### config.mk
export PLATFORM = sky130hd
export DESIGN_NAME = id_and_pin_strap_registers
export DESIGN_NICKNAME = d
export VERILOG_FILES = /design/src/rtl/id_strap_pkg.sv /design/src/rtl/id_and_pin_strap_registers.sv
export VERILOG_INCLUDE_DIRS = /design/src /design/src/rtl
export SDC_FILE = /design/constraint.sdc
export NUM_CORES = 1
export LEC_CHECK = 0
export BUFFER_PORTS_ARGS = -buffer_cell sky130_fd_sc_hd__buf_4
export CAP_MARGIN = 25
export CORE_ASPECT_RATIO = 1.5
export CORE_MARGIN = 2
export CORE_UTILIZATION = 46
export DETAILED_ROUTE_END_ITERATION = 8
export PLACE_DENSITY = 0.71
export SLEW_MARGIN = 10
export SYNTH_ARGS = -nofsm -noshare
export SYNTH_HDL_FRONTEND = slang
export SYNTH_SLANG_ARGS = --single-unit
### constraint.sdc
create_clock -name i_sys_clk -period 1.1 [get_ports i_sys_clk]
set_input_delay 0.275 -clock i_sys_clk [delete_from_list [all_inputs] [get_ports i_sys_clk]]
set_output_delay 0.275 -clock i_sys_clk [all_outputs]
set_load 0.05 [all_outputs]
### src/rtl/id_strap_cfg.svh
// Offsets, field positions and reset values of the identification and strap registers.
// Assumes inclusion by the register bank only.
`ifndef ID_STRAP_CFG_SVH
`define ID_STRAP_CFG_SVH
`define IDX_VENDOR_ID_HIGH     4'h0
`define IDX_VENDOR_ID_LOW      4'h1
`define IDX_PRODUCT_IDENTIFIER 4'h2
`define IDX_DIE_REVISION       4'h3
`define IDX_UNIT_SERIAL        4'h4
`define IDX_SOFT_STRAP         4'h8
`define STRAP_CTRL_BIT         7
`define STRAP_CODE_MSB         6
`define STRAP_CODE_LSB         4
`define STRAP_RESET            8'h00
`define SERIAL_RESET           8'h00
`endif

### src/rtl/id_strap_pkg.sv
// Types shared by the identification and strap register bank.
// Assumes id_strap_cfg.svh supplies the numeric constants.
package id_strap_pkg;
  // Three-level pin reading
  typedef enum logic [1:0] {LVL_LOW, LVL_MID, LVL_HIGH} pin_level_e;
  // Raw configuration pin sample
  typedef struct packed {
    logic       control_source_pin;
    logic       high_pin;
    pin_level_e low_pin;
  } strap_pins_s;
  // Register read port
  typedef struct packed {
    logic [3:0] index;
    logic       read_en;
  } reg_req_s;
endpackage : id_strap_pkg

### src/rtl/id_and_pin_strap_registers.sv
// Read-only identification and strap capture register bank.
// Assumes a serial management target decodes the host access into index and strobes,
// and that an on-chip memory loader delivers the serial byte after each reset.
`include "id_strap_cfg.svh"
module id_and_pin_strap_registers
  import id_strap_pkg::*;
#(
  parameter logic [15:0] VENDOR_IDENTIFIER  = 16'hA5C3, // Arbitrary value
  parameter logic [7:0]  PRODUCT_IDENTIFIER = 8'h5A,    // Arbitrary value
  parameter logic [7:0]  DIE_REVISION       = 8'h3C     // Arbitrary value
) (
  input  wire logic        i_sys_clk,         // 250 MHz register clock
  input  wire logic        i_rst_n,           // Async reset, active low
  input  wire strap_pins_s i_strap_pins,      // Pin levels, asynchronous
  input  wire logic        i_serial_valid,    // Serial byte from memory valid
  input  wire logic [7:0]  i_serial_data,     // Serial byte from memory
  input  wire reg_req_s    i_req,             // Read index and strobe
  input  wire logic        i_write_en,        // Host write strobe, ignored
  input  wire logic [7:0]  i_write_data,      // Host write data, ignored
  output logic      [7:0]  o_read_data,       // Registered read data
  output logic             o_read_valid       // Read data strobe
);

  // Strap pin levels, two stages deep
  strap_pins_s pins_meta, next_pins_meta;
  strap_pins_s pins_sync, next_pins_sync;

  // Next synchroniser values: the first stage feeds only the second
  always_comb begin
    next_pins_meta = i_strap_pins;
    next_pins_sync = pins_meta;
  end

  // Register the synchroniser; pins are asynchronous to the bank clock
  always_ff @(posedge i_sys_clk or negedge i_rst_n) begin
    if (!i_rst_n) begin
      pins_meta <= '0;
      pins_sync <= '0;
    end else begin
      pins_meta <= next_pins_meta;
      pins_sync <= next_pins_sync;
    end
  end

  // Encode the two configuration pins as one code; an illegal level reads as zero
  function automatic logic [2:0] pin_code(
    input logic       hi,  // Two-level pin
    input pin_level_e lo   // Three-level pin
  );
    logic [2:0] base;
    base = hi ? 3'h3 : 3'h0;
    case (lo)
      LVL_LOW: begin
        pin_code = base;
      end
      LVL_MID: begin
        pin_code = base + 3'h1;
      end
      LVL_HIGH: begin
        pin_code = base + 3'h2;
      end
      default: begin
        pin_code = 3'h0;
      end
    endcase
  endfunction : pin_code

  // Build the whole strap byte from one synchronised pin sample
  function automatic logic [7:0] strap_byte(input strap_pins_s pins);
    logic [7:0] value;
    value = `STRAP_RESET;
    value[`STRAP_CTRL_BIT] = pins.control_source_pin;
    // Hard mode leaves the code field at zero
    if (!pins.control_source_pin) begin
      value[`STRAP_CODE_MSB:`STRAP_CODE_LSB] =
        pin_code(pins.high_pin, pins.low_pin);
    end
    strap_byte = value;
  endfunction : strap_byte

  // Map an index onto its register; unmapped indices read zero
  function automatic logic [7:0] read_mux(
    input logic [3:0] index,     // Register index
    input logic [7:0] serial_q,  // Current serial byte
    input logic [7:0] strap_q    // Captured strap byte
  );
    case (index)
      `IDX_VENDOR_ID_HIGH: begin
        read_mux = VENDOR_IDENTIFIER[15:8];
      end
      `IDX_VENDOR_ID_LOW: begin
        read_mux = VENDOR_IDENTIFIER[7:0];
      end
      `IDX_PRODUCT_IDENTIFIER: begin
        read_mux = PRODUCT_IDENTIFIER;
      end
      `IDX_DIE_REVISION: begin
        read_mux = DIE_REVISION;
      end
      `IDX_UNIT_SERIAL: begin
        read_mux = serial_q;
      end
      `IDX_SOFT_STRAP: begin
        read_mux = strap_q;
      end
      default: begin
        read_mux = 8'h00;
      end
    endcase
  endfunction : read_mux

  // Capture sequence: the synchroniser comes out of reset holding zeros,
  // so two edges pass before its second stage shows the real pins.
  // Limitation: the strap keeps the pin levels sampled at the first edge after release.
  typedef enum logic [1:0] {CAP_FILL, CAP_SETTLE, CAP_TAKE, CAP_HOLD} cap_state_e;
  cap_state_e  cap_state, next_cap_state;
  logic [7:0]  strap, next_strap;

  // Next capture state and strap; the strap moves only in the take state
  always_comb begin
    next_cap_state = cap_state;
    next_strap     = strap;
    case (cap_state)
      CAP_FILL: begin
        next_cap_state = CAP_SETTLE;
      end
      CAP_SETTLE: begin
        next_cap_state = CAP_TAKE;
      end
      CAP_TAKE: begin
        next_cap_state = CAP_HOLD;
        next_strap     = strap_byte(pins_sync);
      end
      CAP_HOLD: begin
        next_cap_state = CAP_HOLD;
      end
      default: begin
        next_cap_state = CAP_FILL;
      end
    endcase
  end

  // Register the capture state and strap byte
  always_ff @(posedge i_sys_clk or negedge i_rst_n) begin
    if (!i_rst_n) begin
      cap_state <= CAP_FILL;
      strap     <= `STRAP_RESET;
    end else begin
      cap_state <= next_cap_state;
      strap     <= next_strap;
    end
  end

  // Serial byte from the memory loader
  logic [7:0]  serial, next_serial;

  // Next serial byte; host writes never reach here
  always_comb begin
    next_serial = serial;
    if (i_serial_valid) begin
      next_serial = i_serial_data;
    end
  end

  // Register the serial byte; zero until the loader strobes
  always_ff @(posedge i_sys_clk or negedge i_rst_n) begin
    if (!i_rst_n) begin
      serial <= `SERIAL_RESET;
    end else begin
      serial <= next_serial;
    end
  end

  // Writes are deliberately not decoded at all
  logic        unused_write;
  assign unused_write = i_write_en ^ (^i_write_data);

  // Read answer: data drops to zero between reads
  logic [7:0]  next_read_data;
  logic        next_read_valid;

  // Next read answer, one cycle after the strobe
  always_comb begin
    next_read_valid = i_req.read_en;
    next_read_data  = 8'h00;
    if (i_req.read_en) begin
      next_read_data = read_mux(i_req.index, serial, strap);
    end
  end

  // Register the read answer
  always_ff @(posedge i_sys_clk or negedge i_rst_n) begin
    if (!i_rst_n) begin
      o_read_data  <= 8'h00;
      o_read_valid <= 1'b0;
    end else begin
      o_read_data  <= next_read_data;
      o_read_valid <= next_read_valid;
    end
  end

endmodule : id_and_pin_strap_registers

=== Word level (Yosys, flattened, before mapping) ===
Cells that the tools add are included.

* Logic and storage cells: 33
* Input bits: 29
* Register bits after elaboration: 31

* Multiplexer cells: 6
* Equal/unequal tests: 10
* Reduce and logical (&&, ||, !) cells: 4
* Add/sub/neg operators: 2

{| class="wikitable"
|+ Operators by type and width
! operator !! count
|-
| $pmux 8 s6 || 1
|-
| $pmux 3 s3 || 1
|-
| $eq 4x2->1 const B || 2
|-
| $mux 8 || 1
|-
| $eq 2x2->1 const B || 3
|-
| $pmux 2 s3 || 1
|-
| $eq 2x1->1 const B || 2
|-
| $eq 4x1->1 const B || 1
|-
| $eq 4x3->1 const B || 1
|-
| $eq 4x4->1 const B || 1
|-
| $logic_not 2->1 || 2
|-
| $logic_not 4->1 || 1
|-
| $add 2x1->3 const B || 1
|-
| $add 2x2->3 const B || 1
|-
| $mux 3 || 1
|-
| $mux 2 || 1
|-
| $reduce_or 2->1 || 1
|}

=== Depth between registers and ports, before layout ===
Gate-level depths: netlist (run 1).

* Depth after elaboration: 4
* Mapped depth: 4
* Gate-level depth less buffers: 3

=== Least setup slack after synthesis (run 1) ===
Ideal clock, no wire load.

* Path kind: register to register
* Start: reg cap_state[0]
* End: reg strap[7]
* Arrival: 0.822 ns
* Path slack: 0.151 ns
* Stages on the path, launching flop included: 3
* Path buffers: 0
* Library setup time: 0.127 ns
* Path through: dfrtp_1 > nand2b_4 > mux2_1

* Word-level cells in the longest chain between the ends: 1

{| class="wikitable"
|+ Ends and longest elaborated chain
! element !! line !! source
|-
| start: declaration || id_and_pin_strap_registers.sv:116 || <nowiki>cap_state_e cap_state, next_cap_state;</nowiki>
|-
| start signal: assignment || id_and_pin_strap_registers.sv:149 || <nowiki>cap_state <= next_cap_state;</nowiki>
|-
| $eq 2x2->1 || id_and_pin_strap_registers.sv:123 || <nowiki>case (cap_state)</nowiki>
|-
| end signal: assignment || id_and_pin_strap_registers.sv:147 || <nowiki>strap <= `STRAP_RESET;</nowiki>
|-
| end signal: assignment || id_and_pin_strap_registers.sv:150 || <nowiki>strap <= next_strap;</nowiki>
|-
| end: declaration || id_and_pin_strap_registers.sv:117 || <nowiki>logic [7:0] strap, next_strap;</nowiki>
|}

No other way between the ends.
A chain may end at the register's enable or synchronous reset.

=== Worst setup path after layout (run 1) ===
* Start: reg o_read_data[3]
* End: out o_read_data[3]

{| class="wikitable"
|+ RTL lines
! element !! line !! source
|-
| start: declaration || id_and_pin_strap_registers.sv:20 || <nowiki>output logic [7:0] o_read_data,</nowiki>
|-
| start signal: assignment || id_and_pin_strap_registers.sv:197 || <nowiki>o_read_data <= next_read_data;</nowiki>
|}

No word-level cell between the ends.

==> results of run 1 <==
==> worst max-delay path by stage <==
stage / from / endpoint / slack [ns] / depth (start not counted)
floorplan: cap_state[0] / strap[7] / 0.15 / 2
global placement: i_req[3] / o_read_data[5] / 0.04 / 4
detailed placement: i_req[3] / o_read_data[5] / 0.03 / 4
CTS: o_read_data[6] / o_read_data[6] / 0.00006 / 1
global route: o_read_data[7] / o_read_data[7] / -0.01 / 1
finish: o_read_data[3] / o_read_data[3] / 0.03 / 1
==> cell usage after synthesis <==
master	count
dfrtp_1	31
nand2_1	9
mux2_1	7
nand2b_1	6
a21oi_1	5
nor2_1	4
o21ai_1	4
buf_6	3
a31oi_1	2
and2_1	2
clkinv_1	2
nand3b_1	2
o31ai_1	2
a211o_1	1
a211oi_1	1
a22o_1	1
a32o_1	1
and2b_1	1
and2b_4	1
and3b_1	1
buf_2	1
buf_4	1
inv_1	1
nand2b_4	1
nor3b_2	1
nor4bb_4	1
o21ai_0	1
o21ba_1	1
o21bai_1	1
o22ai_1	1
o41ai_2	1
or2_1	1
xnor2_1	1
xor2_1	1
==> sequential cells by signal, summed over array words and instances (netlist names) <==
register,count
cap_state,2
next_pins_sync,4
o_read_data,8
o_read_valid,1
pins_sync,4
serial,8
strap,4
==> what timing repair did <==
| item | 4_1_cts | 5_1_grt |
|---|---|---|
| endpoints found under the setup margin | 5 | 9 |
| hold buffers | 1 | 0 |
| hold endpoints to repair | 31 | 0 |
| setup buffers | 0 | 0 |
| gates resized for setup | 5 | 4 |
==> through the flow <==
step | instance area, um2 | util
floorplan | 1280 | -
global placement | 1490 | 0.563
detailed placement | 1490 | 0.563
CTS | 1620 | 0.612
global route | 1630 | 0.617
finish | 1630 | 0.617
==> area by class of cell <==
cell class	count	share of cell area
sequential	31	0.475
clock buffer	8	0.0613
multi-input combinational	61	0.273
inverter	3	0.00689
timing repair buffer	29	0.155
tap	37	0.0283
==> logic make-up (layout without fill, tap and decap cells) <==
kind of cell    count (synthesis)  after routing  synth area share
xor+xnor                        2              2            0.0137
simple gates                   30             30             0.154
mux                             7              7            0.0616
compound gates                 22             22             0.119
buf+inv                         8             40            0.0450
flops                          31             31             0.606
==> power by group through the flow <==
stage	registers, W	logic [W]	clock network, W
floorplan	0.00130	0.000130	0
global placement	0.00125	0.000273	0
detailed placement	0.00126	0.000281	0
CTS	0.00124	0.000288	0.000975
global route	0.00125	0.000316	0.00103
finish	0.00124	0.000289	0.000947
==> metal layers <==
| layer | track usage | vias to the layer above | part of all wire |
|---|---|---|---|
| met1 | 0.160 | 413 | 0.37 |
| met5 | 0 | - | 0 |
| met3 | 0.0625 | 2 | 0.055 |
| met4 | 0.101 | 0 | 0.011 |
| met2 | 0.277 | 29 | 0.56 |
| li1 | - | 406 | - |
==> impl_metrics.yaml, run 1 <==
drt:
  drt_iter0_markers: 16
  viasPerCell: 5.03
  postRouteWirelength_um: 2140
  drc: 0
  wl_per_cell_um: 12.6
  num_vias: 850
  final_antenna_net_count: 0
  drtPass1Iterations: 4
hold_path:
  min_from: "i_strap_pins[0]"
  whs_endpoint: "next_pins_sync[0]"
  min_path_cells: 1
  min_path_type: "in2reg"
critical_path:
  critPathBufInv: 1
  cp_slowest_cell: "dfrtp_1"
  slowest_delay_ns: 0.37
  cp_data_required_time_ns: 0.82
  start_kind: "register"
  path_max_fanout: 1
  path_cells: "buf_6"
  r2r_end: "strap[7]"
  reg2regPathDepth: 2
  reg2reg_slack_ns: 0.10
  path_delay_family: "flip-flops"
  regToRegStartpoint: "cap_state[0]"
  cp-end-kind: "output port"
  critical_path_class: "reg2out"
  critPathArrivalTime_ns: 0.80
cells_and_area:
  final_common_cell: "dfrtp_1"
  final-seq-area_um2: 776
  nFillCells: 224
  instances_no_fill: 169
  fin_nets: 160
  multiInputGateArea_um2: 447
  insertedDiodeCount: 0
  syn_to_final_growth_pct: 27.7
  final_cell_mix: "31 x dfrtp_1, 19 x buf_4, 9 x nand2_1, 9 x buf_6"
  drive_gt1_frac: 0.303
global_routing:
  grt_pass1_wl_um: 3530
  track_usage: 0.163
  grt-ovfl-total: 0
  grt_pass1_vias: 833
  grt_max_degree: 32
  antenna_found_initial: 0
clocking:
  cts_sinks: 31
  cts_buffers: 5
  cts_tree: "done"
  clock_tree.root_cell: "clkbuf_8"
  clk_latency_ns: 0.27
  clkTransAtPathRegs_ns: 0.06
  clockBufferDepth: 2
  cts_max_level: 2
placed_design:
  placedCellCount: 160
  gp_congestion: 0.806
  hpwl_um: 1540
  dp_slack_ns: 0.0330
  io_buffer_count: 28
logic_synthesis:
  synth.avg_cell_area_um2: 12.8
  yosysSeqAreaShare: 0.606
  mappedNetlistArea_um2: 1280
  netlist_instances: 100
  synth_area_leader_cell: "dfrtp_1"
  synth_nets: 129
  ys_warn_count: 0
  ys_seq_elements: 31
  synth.top_cells.by_area: "dfrtp_1 61%, mux2_1 6.2%, nand2b_1 2.9%"
  synth_top_area_share: 0.606
  ys_types: 34
floorplanning:
  io_pins: 38
  dieHeight_um: 68.6
  die_area_um2: 3230
  core.rowCount: 23
  die_x_um: 47.1
  start_util: 0.483
  core-area_um2: 2650
outcome:
  status: "finished clean"
pwr:
  leakage_nw: 0.761
  total_power_w: 0.00248
  p_clk_frac: 0.383
  p_int_w: 0.00191
  swShare: 0.228
  power_frac_seq: 0.501
  p_switching_w: 0.000565
  pwr-share-comb: 0.117
  irDropWorstVdd_uv: 1170
  p_per_area_nw_per_um2: 1520
sta:
  final_hold_viol_count: 0
  worst_pin_slew_ns: 0.385
  max_freq_mhz: 931
  whs_ns: 0.107
  finClkSkew_ns: 0.00481
  period_needed_ns: 1.07
  slew_violations: 0
  setup_viol: 0
  rsz0062_at_grt: "yes"
  setup_ws_ns: 0.0257
  relSlewSlack: 0.743
  fin_tns_setup_ns: 0
  period_share: 0.977
run:
  cap_violations: 0
(Power assumes the default switching activity.)
==> run 2, diff against run 1 <==
==> constraint.sdc (replaced) <==
create_clock -name i_sys_clk -period 1 [get_ports i_sys_clk]
set_input_delay 0.25 -clock i_sys_clk [delete_from_list [all_inputs] [get_ports i_sys_clk]]
set_output_delay 0.25 -clock i_sys_clk [all_outputs]
set_load 0.05 [all_outputs]
==> run 2 against run 1 <==
Net effect: the run now ends with setup timing left; sequential power up 9.7%; largest cell class unchanged; critical path type unchanged; flip-flop and latch count unchanged; clock power up 12%.
==> impl_metrics.yaml, run 2 (synthesized netlist as in run 1, its figures left out) <==
critical_path:
  cp_data_required_time_ns: 0.75
  reg2reg_slack_ns: 0.03
  reg2regPathDepth: 3
  r2r_end: "o_read_data[5]"
  cp-end-kind: "output port"
  path_delay_family: "flip-flops"
  path_cells: "buf_6"
  critPathArrivalTime_ns: 0.81
  start_kind: "register"
  regToRegStartpoint: "strap[5]"
  cp_slowest_cell: "dfrtp_1"
  critPathBufInv: 1
  slowest_delay_ns: 0.38
  critical_path_class: "reg2out"
  path_max_fanout: 1
global_routing:
  track_usage: 0.172
  grt-ovfl-total: 0
  grt_max_degree: 32
  grt_pass1_wl_um: 3590
  grt_pass1_vias: 880
  antenna_found_initial: 0
floorplanning:
  die_x_um: 47.1
  die_area_um2: 3230
  start_util: 0.483
  dieHeight_um: 68.6
  io_pins: 38
  core.rowCount: 23
  core-area_um2: 2650
cells_and_area:
  drive_gt1_frac: 0.353
  final_cell_mix: "30 x dfrtp_1, 23 x buf_4, 9 x buf_6"
  instances_no_fill: 173
  syn_to_final_growth_pct: 30.9
  insertedDiodeCount: 0
  nFillCells: 227
  fin_nets: 164
  final_core_util: 0.633
  final_common_cell: "dfrtp_1"
  reg_top3: "o_read_data: 8 flops, serial: 8 flops"
  multiInputGateArea_um2: 457
  final-seq-area_um2: 777
placed_design:
  hpwl_um: 1610
  placedCellCount: 163
  gp_congestion: 0.834
  io_buffer_count: 28
drt:
  num_vias: 860
  viasPerCell: 4.97
  drc: 0
  postRouteWirelength_um: 2290
  final_antenna_net_count: 0
  wl_per_cell_um: 13.2
  drtPass1Iterations: 4
  drt_iter0_markers: 17
sta:
  setup_viol: 9
  whs_ns: 0.0780
  period_needed_ns: 1.06
  worst_pin_slew_ns: 0.382
  final_hold_viol_count: 0
  setup_ws_ns: -0.0640
  finClkSkew_ns: 0.00733
  period_share: 1.06
  rsz0062_at_grt: "yes"
  slew_violations: 0
  max_freq_mhz: 940
  fin_tns_setup_ns: -0.490
  relSlewSlack: 0.746
hold_path:
  min_path_cells: 1
  whs_endpoint: "next_pins_sync[2]"
  min_path_type: "in2reg"
  min_from: "i_strap_pins[2]"
clocking:
  clkTransAtPathRegs_ns: 0.06
  clock_tree.root_cell: "clkbuf_8"
  cts_buffers: 5
  cts_max_level: 2
  cts_tree: "done"
  cts_sinks: 31
  clk_latency_ns: 0.28
  clockBufferDepth: 2
outcome:
  violations: "setup timing"
  status: "complete, but fails checks"
run:
  cap_violations: 0
pwr:
  p_per_area_nw_per_um2: 1650
  irDropWorstVdd_uv: 1260
  total_power_w: 0.00276
  leakage_nw: 0.785
run 2: changes by cell type in the layout (fill, tap and decap cells not counted):
cell     previous run  this run
mux2_4              0         1
a21oi_2             0         1
mux2_1              7         6
buf_4              19        23
nand2_1             9         8
a21oi_1             5         4
dfrtp_1            31        30
nand2_2             0         1
dfrtp_2             0         1
run 2: what timing repair did:
| item | CTS | global route |
|---|---|---|
| gates resized for setup | 9 | 4 |
| buffers inserted | 0 | 1 |
| pin swaps | 0 | 0 |
| hold endpoints to repair | 31 | 0 |
| hold buffers | 1 | 0 |
| setup endpoints to repair | 9 | 14 |
run 2: where the power goes:
part / switching (W) / leakage, nW / internal (W)
combinational: 0.000172 / 0.357 / 0.000159
clock: 0.000433 / 0.0515 / 0.000627
sequential: 0.0000395 / 0.377 / 0.00133
total: 0.000644 / 0.785 / 0.00211
run 2: worst max path at each step:
stage | startpoint | endpoint | slack (ns) | cells past startpoint
global placement | i_req[3] | o_read_data[5] | 0.0008 | 4
detailed placement | i_req[3] | o_read_data[5] | -0.03 | 4
CTS | o_read_data[0] | o_read_data[0] | -0.08 | 1
finish | o_read_data[6] | o_read_data[6] | -0.06 | 1
floorplan | cap_state[0] | strap[7] | 0.05 | 2
global route | o_read_data[2] | o_read_data[2] | -0.1 | 1
run 2: area by class of cell:
cell class / count / share of cell area
Timing Repair Buffer: 33 / 0.170
Tap cell: 37 / 0.0276
Multi-Input combinational cell: 61 / 0.273
Sequential cell: 31 / 0.464
Clock buffer: 8 / 0.0597
Inverter: 3 / 0.00672
run 2: stage by stage:
step	setup slack, ns	cell area, um2
floorplan	0.0506	1280
finish	-0.0640	1680
CTS	-0.0778	1660
global route	-0.0968	1680
global placement	0.000789	1510
detailed placement	-0.0288	1510
run 2: routing by layer:
layer,vias up,track usage,part of all wire
li1,411,-,-
met1,417,0.152,0.36
met2,26,0.288,0.54
met3,6,0.0807,0.060
met4,0,0.132,0.030
met5,-,0,0
==> run 3, diff against run 2 <==
==> constraint.sdc (replaced) <==
create_clock -name i_sys_clk -period 1.2 [get_ports i_sys_clk]
set_input_delay 0.3 -clock i_sys_clk [delete_from_list [all_inputs] [get_ports i_sys_clk]]
set_output_delay 0.3 -clock i_sys_clk [all_outputs]
set_load 0.05 [all_outputs]
==> run 3 against run 2 <==
Net effect: the flow now finishes without violations; worst hold slack better by 0.047 ns; sequential power decreased by 17%; sequential share of layout area grew 2.7 points; critical endpoint is now o_read_data[5].
==> impl_metrics.yaml, run 3 (synthesized netlist as in run 1, its figures left out) <==
hold_path:
  min_from: "i_strap_pins[1]"
  whs_endpoint: "next_pins_sync[1]"
  min_path_type: "in2reg"
  min_path_cells: 1
pwr:
  power_frac_seq: 0.528
  p_per_area_nw_per_um2: 1360
  leakage_nw: 0.744
  p_clk_frac: 0.352
  swShare: 0.242
  p_int_w: 0.00163
  p_switching_w: 0.000520
  total_power_w: 0.00215
  irDropWorstVdd_uv: 1050
  pwr-share-comb: 0.119
sta:
  worst_pin_slew_ns: 0.379
  slew_violations: 0
  final_hold_viol_count: 0
  fin_tns_setup_ns: 0
  finClkSkew_ns: 0.00527
  setup_viol: 0
  period_needed_ns: 1.12
  max_freq_mhz: 889
  relSlewSlack: 0.747
  rsz0062_at_grt: "no"
  period_share: 0.937
critical_path:
  cp_data_required_time_ns: 0.90
  critPathBufInv: 1
  start_kind: "register"
  cp_slowest_cell: "dfrtp_1"
  regToRegStartpoint: "cap_state[0]"
  path_max_fanout: 1
  reg2reg_slack_ns: 0.19
  path_cells: "buf_4"
  path_delay_family: "flip-flops"
  reg2regPathDepth: 2
  critical_path_class: "reg2out"
  cp-end-kind: "output port"
  slowest_delay_ns: 0.36
  r2r_end: "strap[7]"
  critPathArrivalTime_ns: 0.82
clocking:
  clk_latency_ns: 0.28
  clockBufferDepth: 2
  cts_sinks: 31
  cts_tree: "done"
  cts_buffers: 5
  clkTransAtPathRegs_ns: 0.06
  cts_max_level: 2
  clock_tree.root_cell: "clkbuf_8"
drt:
  drtPass1Iterations: 3
  num_vias: 844
  wl_per_cell_um: 12.6
  final_antenna_net_count: 0
  drc: 0
  viasPerCell: 4.99
  postRouteWirelength_um: 2130
  drt_iter0_markers: 14
cells_and_area:
  fin_nets: 160
  final_common_cell: "dfrtp_1"
  reg_top3: "o_read_data: 8 flops, serial: 8 flops"
  insertedDiodeCount: 0
  final_cell_mix: "31 x dfrtp_1, 28 x buf_4, 9 x nand2_1"
  syn_to_final_growth_pct: 23.6
  drive_gt1_frac: 0.295
global_routing:
  track_usage: 0.165
  antenna_found_initial: 0
  grt_max_degree: 32
  grt_pass1_vias: 860
  grt_pass1_wl_um: 3570
  grt-ovfl-total: 0
floorplanning:
  die_x_um: 47.1
  core.rowCount: 23
  die_area_um2: 3230
  dieHeight_um: 68.6
  start_util: 0.483
  core-area_um2: 2650
  io_pins: 38
run:
  cap_violations: 0
placed_design:
  io_buffer_count: 28
  hpwl_um: 1550
  gp_congestion: 0.806
outcome:
  status: "finished clean"
run 3: changes by cell type in the layout (fill, tap and decap cells not counted), sizes merged:
cell    before  now
buf         32   28
clkbuf       8    7
clkinv       2    3
run 3: metal layers:
| metal | track usage | share of wire |
|---|---|---|
| met2 | 0.291 | 0.54 |
| met5 | 0 | 0 |
| met1 | 0.153 | 0.37 |
| met3 | 0.0625 | 0.065 |
| met4 | 0.101 | 0.026 |
run 3: worst max-delay path by stage:
stage	from	endpoint	slack (ns)	depth (start not counted)
global route	o_read_data[7]	o_read_data[7]	0.04	1
detailed placement	i_req[3]	o_read_data[5]	0.10	4
floorplan	cap_state[0]	strap[7]	0.25	2
CTS	o_read_data[5]	o_read_data[5]	0.07	1
finish	o_read_data[5]	o_read_data[5]	0.08	1
global placement	i_req[3]	o_read_data[5]	0.12	4
run 3: timing repair:
item	CTS	global route
resized for setup	0	0
endpoints found under the hold margin	31	0
endpoints found under the setup margin	0	0
buffers inserted	0	0
hold buffers	1	0
run 3: stage by stage:
step                cells  utilization  instance area [um2]  hold WS, ns  setup slack [ns]
floorplan             100            -                 1280      0.00441             0.251
global placement      160        0.563                 1490        0.244             0.118
detailed placement    160        0.563                 1490        0.249             0.104
CTS                   169        0.597                 1580        0.119            0.0652
global route          169        0.597                 1580        0.109            0.0372
finish                169        0.597                 1580        0.125            0.0752
run 3: power groups by stage:
stage          logic [W]  clock network (W)  registers [W]
4_1_cts         0.000261           0.000775        0.00114
6_report        0.000256           0.000756        0.00113
2_1_floorplan   0.000119                  0        0.00119
3_3_place_gp    0.000250                  0        0.00115
5_1_grt         0.000281           0.000831        0.00114
3_5_place_dp    0.000257                  0        0.00115
run 3: final cells by class:
cell class	instances	area, um2
clock buffers	7	76.3
flip-flops and latches	31	776
inverters	3	11.3
fillers	240	1070
repair buffers	29	220
clock inverters	1	5.00
well taps	37	46.3
multi-input cells	61	447
